`config.mk`:
```
export PLATFORM = sky130hd
export DESIGN_NAME = lfc_init
export DESIGN_NICKNAME = d
export VERILOG_FILES = /design/src/hdl/lfc_pkg.sv /design/src/hdl/lfc_adv.sv /design/src/hdl/lfc_init.sv /design/src/hdl/lfc_rcred.sv
export SDC_FILE = /design/constraint.sdc
export NUM_CORES = 1
export LEC_CHECK = 0
export BUFFER_PORTS_ARGS = -buffer_cell sky130_fd_sc_hd__buf_2
export CAP_MARGIN = 20
export CORE_UTILIZATION = 40
export CTS_CLUSTER_SIZE = 24
export DETAILED_ROUTE_END_ITERATION = 8
export PLACE_DENSITY = 0.65
export SETUP_SLACK_MARGIN = 0.2
export SLEW_MARGIN = 20
export SYNTH_ARGS = -nofsm -noshare
export SYNTH_HDL_FRONTEND = slang
export SYNTH_SLANG_ARGS = --single-unit
```
`constraint.sdc`:
```
create_clock -name aclk -period 3.63 [get_ports aclk]
set_input_delay 0.5445 -clock aclk [delete_from_list [all_inputs] [get_ports aclk]]
set_output_delay 0.5445 -clock aclk [all_outputs]
set_load 0.01 [all_outputs]
```
`src/hdl/lfc_pkg.sv`:
```
package lfc_pkg;
  // register map, byte addresses
  localparam logic [3:0] CTRL_OFF = 4'h0;
  localparam logic [3:0] STAT_OFF = 4'h4;
  localparam logic [3:0] CRED_OFF = 4'h8;
  localparam logic [3:0] SEQ_OFF  = 4'hC;
  // control fields
  localparam int         CTRL_DUAL_BIT = 0;
  localparam int         CTRL_WIDE_BIT = 1;
  localparam int         CTRL_KEEP_BIT = 2;
  localparam logic [2:0] CTRL_RESET    = 3'h0;
  // credit figures
  localparam logic [2:0] INIT_CREDITS = 3'h4;
  localparam logic [2:0] MAX_NARROW   = 3'h4;
  localparam logic [2:0] MAX_WIDE     = 3'h7;
  localparam logic [2:0] LETTER_A     = 3'h0;
  // sequence number wrap masks
  localparam logic [3:0] SEQ_MASK_ONE = 4'h7;
  localparam logic [3:0] SEQ_MASK_TWO = 4'hF;
  localparam logic [3:0] SEQ_ONE      = 4'h1;
  // bus responses
  localparam logic [1:0] RESP_OKAY   = 2'h0;
  localparam logic [1:0] RESP_SLVERR = 2'h2;

  typedef enum logic [1:0] {
    SRC_POLLING,
    SRC_HOT_RESET,
    SRC_RECOVERY
  } lfc_src_t;

  typedef enum logic [2:0] {
    ST_IDLE,
    ST_SEQ,
    ST_DRAIN,
    ST_CRED,
    ST_DONE
  } lfc_state_t;

  // sequence arithmetic wraps modulo 8 or 16
  function automatic logic [3:0] lfc_seq_wrap(input logic [3:0] v,
                                              input logic       dual);
    lfc_seq_wrap = v & (dual ? SEQ_MASK_TWO : SEQ_MASK_ONE);
  endfunction
endpackage

```
`src/hdl/lfc_adv.sv`:
```
`timescale 1ns/1ps
module lfc_adv
  import lfc_pkg::*;
(
  input  wire logic       aclk,
  input  wire logic       aresetn,
  input  wire logic       clr,
  input  wire logic       start,
  input  wire logic [2:0] count,
  input  wire logic       cmd_ready,
  output logic            cmd_valid,
  output logic      [2:0] letter,
  output logic            sent_any,
  output logic            busy
);
  logic [2:0] left;

  // one credit command per local credit, letters from A upward
  assign cmd_valid = left != 3'h0;
  assign busy      = cmd_valid;

  always_ff @(posedge aclk) begin
    if (!aresetn || clr) begin
      left     <= 3'h0;
      letter   <= LETTER_A;
      sent_any <= 1'b0;
    end else if (start) begin
      left     <= count;
      letter   <= LETTER_A;
    end else if (cmd_valid && cmd_ready) begin
      left     <= left - 3'h1;
      letter   <= letter + 3'h1;
      sent_any <= 1'b1;
    end
  end
endmodule

```
`src/hdl/lfc_init.sv`:
```
`timescale 1ns/1ps
module lfc_init
  import lfc_pkg::*;
(
  input  wire logic        aclk,
  input  wire logic        aresetn,
  input  wire logic [3:0]  awaddr,
  input  wire logic        awvalid,
  output logic             awready,
  input  wire logic [31:0] wdata,
  input  wire logic [3:0]  wstrb,
  input  wire logic        wvalid,
  output logic             wready,
  output logic      [1:0]  bresp,
  output logic             bvalid,
  input  wire logic        bready,
  input  wire logic [3:0]  araddr,
  input  wire logic        arvalid,
  output logic             arready,
  output logic      [31:0] rdata,
  output logic      [1:0]  rresp,
  output logic             rvalid,
  input  wire logic        rready,
  input  wire logic        u0_entry,
  input  wire lfc_src_t    u0_src,
  input  wire logic [3:0]  rx_seq,
  input  wire logic        lbad_sent_before,
  input  wire logic        lbad_rcvd_before,
  output logic             lgood_valid,
  output logic      [3:0]  lgood_seq,
  input  wire logic        lgood_ready,
  input  wire logic        adv_rx_valid,
  input  wire logic [3:0]  adv_rx_seq,
  input  wire logic        rx_drain_done,
  input  wire logic [2:0]  free_t1,
  input  wire logic [2:0]  free_t2,
  output logic             lcrd_valid,
  output logic             lcrd_class,
  output logic      [2:0]  lcrd_letter,
  input  wire logic        lcrd_ready,
  input  wire logic        crd_rx_valid,
  input  wire logic        crd_rx_class,
  input  wire logic [2:0]  crd_rx_letter,
  input  wire logic        pkt_sent,
  input  wire logic        pkt_class,
  input  wire logic        recov_to_reset_lb,
  output logic             rx_process_enable,
  output logic             hp_tx_allow,
  output logic             t1_tx_allow,
  output logic             t2_tx_allow,
  output logic             lp_allow,
  output logic             flush_valid,
  output logic             flush_all,
  output logic      [3:0]  flush_keep_above,
  output logic      [3:0]  ack_tx_seq,
  output logic             skip_lrty_expect,
  output logic             skip_lrty_send,
  output logic             crd_order_err
);
  lfc_state_t state;
  lfc_state_t next_state;
  logic [2:0] ctrl;
  logic       dual;
  logic       wide;
  lfc_src_t   src;
  logic       seq_sent;
  logic       adv_rcvd;
  logic [3:0] adv_seq;
  logic [2:0] loc1;
  logic [2:0] loc2;
  logic [2:0] rem1;
  logic [2:0] rem2;
  logic       sent1;
  logic       sent2;
  logic       got1;
  logic       got2;
  logic       busy1;
  logic       busy2;
  logic       v1;
  logic       v2;
  logic [2:0] let1;
  logic [2:0] let2;
  logic       err1;
  logic       err2;
  logic       aw_held;
  logic       w_held;
  logic [3:0] aw_addr;
  logic [31:0] w_data;
  logic [3:0] w_strb;

  // register bus decode and ready signals
  wire        aw_take  = awvalid && awready;
  wire        w_take   = wvalid && wready;
  wire        ar_take  = arvalid && arready;
  wire        do_write = aw_held && w_held && !bvalid;
  wire        ctrl_hit = aw_addr == CTRL_OFF;
  wire        wr_known = ctrl_hit || aw_addr == STAT_OFF ||
                         aw_addr == CRED_OFF || aw_addr == SEQ_OFF;
  wire        rd_known = araddr == CTRL_OFF || araddr == STAT_OFF ||
                         araddr == CRED_OFF || araddr == SEQ_OFF;

  assign awready = !aw_held && !bvalid;
  assign wready  = !w_held && !bvalid;
  assign arready = !rvalid;

  // status words built from live block state
  wire [31:0] stat_word = {23'h0, skip_lrty_send, skip_lrty_expect,
                           lp_allow, got2, got1, sent2, sent1,
                           adv_rcvd, seq_sent};
  wire [31:0] cred_word = {17'h0, loc2, 1'b0, loc1, 1'b0, rem2,
                           1'b0, rem1};
  wire [31:0] seq_word  = {24'h0, adv_seq, ack_tx_seq};
  wire [31:0] rd_mux    = (araddr == CTRL_OFF) ? {29'h0, ctrl} :
                          (araddr == STAT_OFF) ? stat_word :
                          (araddr == CRED_OFF) ? cred_word :
                          (araddr == SEQ_OFF)  ? seq_word  : 32'h0;

  // address and data may arrive in either order
  always_ff @(posedge aclk) begin
    if (!aresetn) begin
      aw_held <= 1'b0;
      w_held  <= 1'b0;
      aw_addr <= 4'h0;
      w_data  <= 32'h0;
      w_strb  <= 4'h0;
    end else begin
      if (aw_take) begin
        aw_held <= 1'b1;
        aw_addr <= awaddr;
      end else if (do_write) begin
        aw_held <= 1'b0;
      end
      if (w_take) begin
        w_held <= 1'b1;
        w_data <= wdata;
        w_strb <= wstrb;
      end else if (do_write) begin
        w_held <= 1'b0;
      end
    end
  end

  // write response and control register
  always_ff @(posedge aclk) begin
    if (!aresetn) begin
      bvalid <= 1'b0;
      bresp  <= RESP_OKAY;
      ctrl   <= CTRL_RESET;
    end else if (do_write) begin
      bvalid <= 1'b1;
      bresp  <= wr_known ? RESP_OKAY : RESP_SLVERR;
      if (ctrl_hit && w_strb[0])
        ctrl <= w_data[2:0];
    end else if (bvalid && bready) begin
      bvalid <= 1'b0;
    end
  end

  // read channel, one cycle to answer
  always_ff @(posedge aclk) begin
    if (!aresetn) begin
      rvalid <= 1'b0;
      rdata  <= 32'h0;
      rresp  <= RESP_OKAY;
    end else if (ar_take) begin
      rvalid <= 1'b1;
      rdata  <= rd_mux;
      rresp  <= rd_known ? RESP_OKAY : RESP_SLVERR;
    end else if (rvalid && rready) begin
      rvalid <= 1'b0;
    end
  end

  // initialisation sequence, entry mode and credit limits
  wire        from_rec  = src == SRC_RECOVERY;
  wire [2:0]  max_crd   = (dual && wide) ? MAX_WIDE : MAX_NARROW;
  wire        adv_first = adv_rx_valid && !adv_rcvd && state != ST_IDLE;
  wire        drain_ok  = !from_rec || rx_drain_done;
  wire        crd_start = state == ST_DRAIN && drain_ok;
  wire [2:0]  free1_cap = (free_t1 > max_crd) ? max_crd : free_t1;
  wire [2:0]  free2_cap = (free_t2 > max_crd) ? max_crd : free_t2;
  wire [2:0]  next_loc1 = from_rec ? free1_cap : INIT_CREDITS;
  wire [2:0]  next_loc2 = from_rec ? free2_cap : INIT_CREDITS;

  // state order: LGOOD_n first, drain, then credits
  always_comb begin
    next_state = state;
    case (state)
      ST_IDLE:  next_state = ST_IDLE;
      ST_SEQ:   if (lgood_ready) next_state = ST_DRAIN;
      ST_DRAIN: if (drain_ok) next_state = ST_CRED;
      ST_CRED:  if (!busy1 && !busy2) next_state = ST_DONE;
      ST_DONE:  next_state = ST_DONE;
      default:  next_state = ST_IDLE;
    endcase
    if (u0_entry)
      next_state = ST_SEQ;
  end

  always_ff @(posedge aclk) begin
    if (!aresetn)
      state <= ST_IDLE;
    else
      state <= next_state;
  end

  // latch entry conditions and sequence advert value
  always_ff @(posedge aclk) begin
    if (!aresetn) begin
      src       <= SRC_POLLING;
      dual      <= 1'b0;
      wide      <= 1'b0;
      lgood_seq <= 4'h0;
      seq_sent  <= 1'b0;
      skip_lrty_expect <= 1'b0;
      skip_lrty_send   <= 1'b0;
    end else if (u0_entry) begin
      src       <= u0_src;
      dual      <= ctrl[CTRL_DUAL_BIT];
      wide      <= ctrl[CTRL_WIDE_BIT];
      lgood_seq <= lfc_seq_wrap(rx_seq - SEQ_ONE,
                                ctrl[CTRL_DUAL_BIT]);
      seq_sent  <= 1'b0;
      skip_lrty_expect <= u0_src == SRC_RECOVERY
                          && lbad_sent_before;
      skip_lrty_send   <= u0_src == SRC_RECOVERY
                          && lbad_rcvd_before;
    end else if (state == ST_SEQ && lgood_ready) begin
      seq_sent  <= 1'b1;
    end
  end

  assign lgood_valid = state == ST_SEQ;

  // peer advert: flush buffers and seed ack sequence
  always_ff @(posedge aclk) begin
    if (!aresetn) begin
      adv_rcvd         <= 1'b0;
      adv_seq          <= 4'h0;
      ack_tx_seq       <= 4'h0;
      flush_valid      <= 1'b0;
      flush_all        <= 1'b0;
      flush_keep_above <= 4'h0;
    end else begin
      flush_valid <= adv_first && !u0_entry;
      if (u0_entry) begin
        adv_rcvd <= 1'b0;
      end else if (adv_first) begin
        adv_rcvd         <= 1'b1;
        adv_seq          <= adv_rx_seq;
        ack_tx_seq       <= lfc_seq_wrap(adv_rx_seq + SEQ_ONE,
                                         dual);
        flush_all        <= !from_rec;
        flush_keep_above <= adv_rx_seq;
      end
    end
  end

  // local credit counts taken after draining
  always_ff @(posedge aclk) begin
    if (!aresetn) begin
      loc1 <= 3'h0;
      loc2 <= 3'h0;
    end else if (crd_start) begin
      loc1 <= next_loc1;
      loc2 <= dual ? next_loc2 : 3'h0;
    end
  end

  // credit advertisers, class 1 also serves single class mode
  lfc_adv u_adv1 (
    .aclk      (aclk),
    .aresetn   (aresetn),
    .clr       (u0_entry),
    .start     (crd_start),
    .count     (next_loc1),
    .cmd_ready (lcrd_ready),
    .cmd_valid (v1),
    .letter    (let1),
    .sent_any  (sent1),
    .busy      (busy1)
  );

  lfc_adv u_adv2 (
    .aclk      (aclk),
    .aresetn   (aresetn),
    .clr       (u0_entry),
    .start     (crd_start && dual),
    .count     (next_loc2),
    .cmd_ready (lcrd_ready && !v1),
    .cmd_valid (v2),
    .letter    (let2),
    .sent_any  (sent2),
    .busy      (busy2)
  );

  // class 1 takes the single command slot first
  assign lcrd_valid  = v1 || v2;
  assign lcrd_class  = !v1 && v2;
  assign lcrd_letter = v1 ? let1 : let2;

  // remote credit counters cleared on each entry
  lfc_rcred u_rem1 (
    .aclk       (aclk),
    .aresetn    (aresetn),
    .clr        (u0_entry),
    .max        (max_crd),
    .crd_valid  (crd_rx_valid && !crd_rx_class),
    .crd_letter (crd_rx_letter),
    .consume    (pkt_sent && !pkt_class),
    .count      (rem1),
    .got_any    (got1),
    .order_err  (err1)
  );

  lfc_rcred u_rem2 (
    .aclk       (aclk),
    .aresetn    (aresetn),
    .clr        (u0_entry),
    .max        (max_crd),
    .crd_valid  (crd_rx_valid && crd_rx_class && dual),
    .crd_letter (crd_rx_letter),
    .consume    (pkt_sent && pkt_class && dual),
    .count      (rem2),
    .got_any    (got2),
    .order_err  (err2)
  );

  assign crd_order_err = err1 || err2;

  // transmit gating on advert and remote credits
  wire run = state != ST_IDLE && !u0_entry;
  assign hp_tx_allow = run && !dual && adv_rcvd
                       && rem1 != 3'h0;
  assign t1_tx_allow = run && dual && adv_rcvd
                       && rem1 != 3'h0;
  assign t2_tx_allow = run && dual && adv_rcvd
                       && rem2 != 3'h0;

  // low-power entry only once both adverts are complete
  wire seq_done = seq_sent && adv_rcvd;
  wire crd_one  = sent1 && got1;
  wire crd_two  = crd_one && sent2 && got2;
  assign lp_allow = run && seq_done && (dual ? crd_two : crd_one);

  // optional continued processing on way to hot reset or loopback
  assign rx_process_enable = !recov_to_reset_lb
                             || ctrl[CTRL_KEEP_BIT];
endmodule

```
`src/hdl/lfc_rcred.sv`:
```
`timescale 1ns/1ps
module lfc_rcred
  import lfc_pkg::*;
(
  input  wire logic       aclk,
  input  wire logic       aresetn,
  input  wire logic       clr,
  input  wire logic [2:0] max,
  input  wire logic       crd_valid,
  input  wire logic [2:0] crd_letter,
  input  wire logic       consume,
  output logic      [2:0] count,
  output logic            got_any,
  output logic            order_err
);
  logic [2:0] expect_letter;
  wire        in_order = crd_letter == expect_letter;
  wire        inc      = crd_valid && in_order && count != max;
  wire        dec      = consume && count != 3'h0;
  wire  [2:0] next_exp = (expect_letter + 3'h1 == max) ? LETTER_A
                                                       : expect_letter + 3'h1;

  // remote credit count, saturating at the lane maximum
  always_ff @(posedge aclk) begin
    if (!aresetn || clr) begin
      count         <= 3'h0;
      expect_letter <= LETTER_A;
      got_any       <= 1'b0;
      order_err     <= 1'b0;
    end else begin
      order_err <= crd_valid && !in_order;
      if (crd_valid && in_order) begin
        expect_letter <= next_exp;
        got_any       <= 1'b1;
      end
      if (inc && !dec)
        count <= count + 3'h1;
      else if (dec && !inc)
        count <= count - 3'h1;
    end
  end
endmodule

```
; Word level (Yosys, flattened, before mapping)
; Index checks and enable logic that the tools add are counted.
; Widths: inputs -> output; s select.
[totals]
output_inout_bits = 69
reg_bits = 112
input_bits = 82
wordCells = 234
[op_classes]
n_mux = 38
n_reduce_logical = 111
addsub = 12
order_cmp = 2
n_bitwise = 6
eq_ne = 24
[ops]
columns = operator, count
row1 = $mux 3, 19
row2 = $logic_and 1x1->1, 56
row3 = $mux 15, 3
row4 = $logic_not 1->1, 20
row5 = $add 3x1->3 const B, 6
row6 = $eq 4x4->1 const B, 4
row7 = $reduce_bool 2->1, 8
row8 = $reduce_bool 3->1, 5
row9 = $eq 3x3->1, 4
row10 = $pmux 3 s4, 1
row11 = $sub 3x1->3 const B, 4
row12 = $logic_or 1x1->1, 11
row13 = $mux 1, 9
row14 = $and 4x4->4, 2
row15 = $eq 4x3->1 const B, 2
row16 = $logic_not 4->1, 2
row17 = $mux 4, 2
row18 = $mux 8, 1
row19 = $reduce_and 2->1, 4
row20 = $eq 3x2->1 const B, 2
row21 = $gt 3x3->1, 2
row22 = $mux 2, 3
row23 = $ne 3x3->1, 2
row24 = $ne 3x3->1 const B, 2
row25 = 11 further kinds, 19

; Logic depth before layout (Yosys ltp)
[logic_depth]
ltp_word = 8
mapped_depth = 12
mapped_depth_nobuf = 11

; Cells and area by module
; From an unflattened synthesis, not the netlist that was laid out.
[unflattened]
hier_cells = 554
hier_area_um2 = 4819.6
[by_module_without_submodules]
columns = mod, seq_area_each_um2, n_inst, cells_per_inst, area_per_inst_um2
row1 = lfc_init, 1241.2, 1, 354, 3088.0
row2 = lfc_adv, 140.1, 2, 45, 371.6
row3 = lfc_rcred (u_rem2), 160.2, 1, 55, 498.0
row4 = lfc_rcred (u_rem1), 160.2, 1, 55, 490.5

; Worst setup path after synthesis
; Ideal clock, no wire load.
[synth_timing]
kind = input -> register
start = input crd_rx_class
end = register u_rem1.count[2]
arrival_ps = 2318
setup_ps = 71
t_required_ps = 3559
path_slack_ps = 1242
n_path_buf = 0
stages = 9
cell_sequence = nand2b_1 nand4b_1 a21oi_1 ha_1 inv_1 fa_1 xor2_1 or3_1 a21oi_1
[synth_between]
elab_chain_cells = 7
word_cells_on_any_way = 9
classes_between = mux (1) / reduce/logical (8)
[synth_lines]
columns = element, line_no
row1 = from (decl), lfc_init.sv:42  ; input wire logic crd_rx_class,
row2 = $logic_not 1->1 *, lfc_init.sv:308  ; .crd_valid (crd_rx_valid && !crd_rx_class),
row3 = $logic_and 1x1->1 *, lfc_init.sv:308
row4 = $logic_and 1x1->1 * (2 in a row), lfc_rcred.sv:18  ; wire inc = crd_valid && in_order && count != max;
row5 = $logic_not 1->1, lfc_rcred.sv:38  ; else if (dec && !inc)
row6 = $logic_and 1x1->1, lfc_rcred.sv:38
row7 = $reduce_bool 2->1 (no source line), --
row8 = to (signal assigned), lfc_rcred.sv:37  ; count <= count + 3'h1;
row9 = to (signal assigned), lfc_rcred.sv:39  ; count <= count - 3'h1;
row10 = to (decl), lfc_rcred.sv:12  ; output logic [2:0] count,
; Mark *: on every way between the ends. The rest lies on a longest branch, timed or not.
; A chain may end at the register's enable or synchronous reset.

; Worst setup path after layout
[layout_timing]
start = register dual
end = register u_rem1.count[2]
[layout_between]
elab_chain_cells = 7
word_cells_on_any_way = 9
classes_between = eq/ne (1) / mux (2) / reduce/logical (6)
[layout_lines]
columns = element, line_no
row1 = from (decl), lfc_init.sv:63  ; logic dual;
row2 = from (signal assigned), lfc_init.sv:219  ; dual <= ctrl[CTRL_DUAL_BIT];
row3 = $logic_and 1x1->1 *, lfc_init.sv:176  ; wire [2:0] max_crd = (dual && wide) ? MAX_WIDE : MAX_NARROW;
row4 = $mux 2 *, lfc_init.sv:176
row5 = $ne 3x3->1 *, lfc_rcred.sv:18
row6 = $logic_and 1x1->1 *, lfc_rcred.sv:18
row7 = $logic_not 1->1, lfc_rcred.sv:38
row8 = $logic_and 1x1->1, lfc_rcred.sv:38
row9 = $reduce_bool 2->1 (no source line), --
; Marks and branches as above.

==> impl_metrics.json <==
{
  "start_kind": "register",
  "path_clk_slew_ps": 70,
  "post_cts_buffers": 0,
  "power_density_nw_per_um2": 397,
  "path_class": "register to register",
  "layout_commonest_cell": "buf_2",
  "ir_drop_mv": 0.264,
  "post_drt_wl_per_cell_um": 14.5,
  "totalPowerFinal_mw": 2.16,
  "grt_util_all_layers_pct": 18.3,
  "cp_data_arrival_time_ps": 3040,
  "synth_edf_count": 0,
  "grt_overflow_total": 0,
  "status": "completed",
  "synthAdderAreaFrac_pct": 5.14,
  "max_stage_delay_ps": 640,
  "routabilityCongestion": 0.801,
  "hold_path.class": "primary input to register",
  "netlist_area_um2": 4680,
  "cp.required_ps": 3890,
  "fin_tns_setup_ps": 0,
  "muxShareOfSynthArea_pct": 7.44,
  "slew_headroom_pct": 34.0,
  "p_leak_nw": 2.40,
  "io_buffer_count": 98,
  "n_antenna_cell": 0,
  "synth_cell_types": 63,
  "cp_slowest_cell": "dfxtp_1",
  "yosys_warnings": 0,
  "nets": 716,
  "drcViolationCount": 0,
  "grt_max_degree": 48,
  "place_area_um2": 5160,
  "std_cell_rows": 39,
  "max_freq_ghz": 0.360,
  "cts_htree_levels": 3,
  "fp.dieH_um": 110,
  "synthToLayoutAreaGrowth_pct": 16.4,
  "final-setup-viol-count": 0,
  "grt_first_pass_wirelength_um": 17000,
  "ioPinCount": 151,
  "yosysTopAreaCellShare_pct": 39.4,
  "cts.path.max_buffers": 2,
  "cts_resized": 0,
  "ys_ff_latch": 92,
  "layout_common_cells": "buf_2 (98), dfxtp_1 (92), nor2_1 (63)",
  "yosysTopAreaCell": "dfxtp_1",
  "viasPerCell": 5.17,
  "clock_latency_ps": 340,
  "cts_hold_buffers": 0,
  "synth_top_family_by_area": "simple AND/OR/NAND/NOR gates",
  "synth.area.top_cells": "dfxtp_1 (39%), mux2i_1 (6.0%), nor2_1 (5.1%)",
  "tightest_slew_ps": 990,
  "path_max_fanout": 10,
  "syn_inst": 533,
  "die_area_um2": 12100,
  "wl_um": 11100,
  "numCtsBuffers": 9,
  "drv_slew": 0,
  "first_global_vias": 3499,
  "path_cells": "nand2_1, clkinv_1, or3_1, nand2_1, a21oi_1, ha_1, inv_1, fa_1, xor2_1, or3_1, a21oi_1",
  "core_area_um2": 11400,
  "layout_min_cycle_time_ps": 2780,
  "multi_input_area_um2": 2570,
  "start_util_pct": 41.0,
  "vias": 3948,
  "design_area_um2": 5440,
  "synthSimpleGateAreaFrac_pct": 23.5,
  "fin_crit_sh_pct": 76.6,
  "antenna_found_initial": 0,
  "dr.first_iter.drc_count": 193,
  "synth_flop_cell": "dfxtp_1",
  "hold_viol": 0,
  "cts_tree": "done",
  "skew_ps": 6.89,
  "cts.sink_count": 92,
  "num-fill-cells": 1142,
  "rsz0062_at_grt": "no",
  "timing.hold.ws_ps": 411,
  "worst_setup_path_end_kind": "register",
  "synth.avg_cell_area_um2": 8.77,
  "dieWidth_um": 110,
  "maxCapViolCount": 0,
  "cts-root-buf": "clkbuf_16",
  "synth_compound_area_share_pct": 12.9,
  "synth_xor_area_share_pct": 4.31,
  "seq_area_frac_synth_pct": 39.4,
  "drt_first_pass_iters": 4,
  "async_reset_ff_share_pct": 0,
  "drive_above_1_share_pct": 22.1,
  "dp_hpwl_um": 8410,
  "antenna_left": 0,
  "register_area_um2": 1840
}
==> final timing paths <==
check | start | end | slack [ps] | depth (start not counted)
worst min register to register | loc2[2] | loc2[2] | 450 | 2
worst max register to register | dual | u_rem1.count[2] | 850 | 11
worst max-delay path | dual | u_rem1.count[2] | 850 | 11
worst min-delay path | rx_seq[0] | lgood_seq[0] | 410 | 2
==> cell families (layout without fill, tap and decap cells) <==
group / count (synthesis) / count (layout)
muxes: 34 / 34
xor gates and xnor gates: 23 / 23
adders and majority gates: 18 / 18
and+or+nand+nor: 207 / 207
buffers and inverters: 65 / 134
DFF: 92 / 92
other: 1 / 20
AOI/OAI and AO/OA: 93 / 93
==> sequential cells by signal (all words and copies together), names as in the netlist, 2 cells and up <==
signal and count:
ack_tx_seq 4, adv_seq 4, aw_addr 4, ctrl 3, lgood_seq 4, loc1 3, loc2 3, rdata 14
src 2, state 3, u_adv1.left 3, u_adv1.letter 3, u_adv2.left 3, u_adv2.letter 3, u_rem1.count 3, u_rem1.expect_letter 3
u_rem2.count 3, u_rem2.expect_letter 3, w_data 3
==> cell usage after synthesis (all sizes together) (4+ instances only) <==
master  instances
nand4           5
or2             4
nand3          22
xnor2          10
nor3           14
nor2           63
o41ai           4
and3            5
or3             7
nor2b          10
a211oi          4
nor3b           5
inv            17
nor4            5
xor2           13
a22oi           8
ha             16
a21oi          33
buf            29
mux2i          28
o21ai          15
a221oi          4
dfxtp          92
and2            4
mux2            6
nand2b         18
nand2          33
clkbuf         18
==> per-layer routing <==
metal	wire, um	part of all wire [%]	GRT usage (%)
met5	0	0	0
met4	88	0.80	4.23
met3	603	5.5	4.23
met2	5220	47	29.7
met1	5140	46	24.6
==> final cells by class <==
cell class	count	area share [%]
Clock buffer	9	4.14
Clock inverter	7	1.03
Inverter	18	1.24
Multi-Input combinational cell	395	47.2
Sequential cell	92	33.8
Tap cell	143	3.29
Timing Repair Buffer	100	9.29
==> stage by stage <==
step | instances | util [%] | setup slack, ps
finish | 764 | 47.7 | 851
global route | 764 | 47.7 | 673
CTS | 764 | 47.7 | 853
detailed placement | 748 | 45.2 | 813
global placement | 748 | 45.2 | 930
floorplan | 552 | - | 1240
==> report_power, final <==
group | switching, mW | total, mW | internal (mW)
registers | 0.0201 | 1.05 | 1.03
logic | 0.128 | 0.214 | 0.0856
clock network | 0.418 | 0.891 | 0.474
total | 0.566 | 2.16 | 1.59
==> worst max-delay path, delay by kind of cell (launching register included) <==
family | cells | cell delay (ps)
adders and majority gates | 2 | 600
xor gates and xnor gates | 1 | 180
AOI/OAI and AO/OA | 2 | 300
and+or+nand+nor | 4 | 740
buffers and inverters | 2 | 240
DFF | 1 | 640
Power figures use the tool's default switching activity.
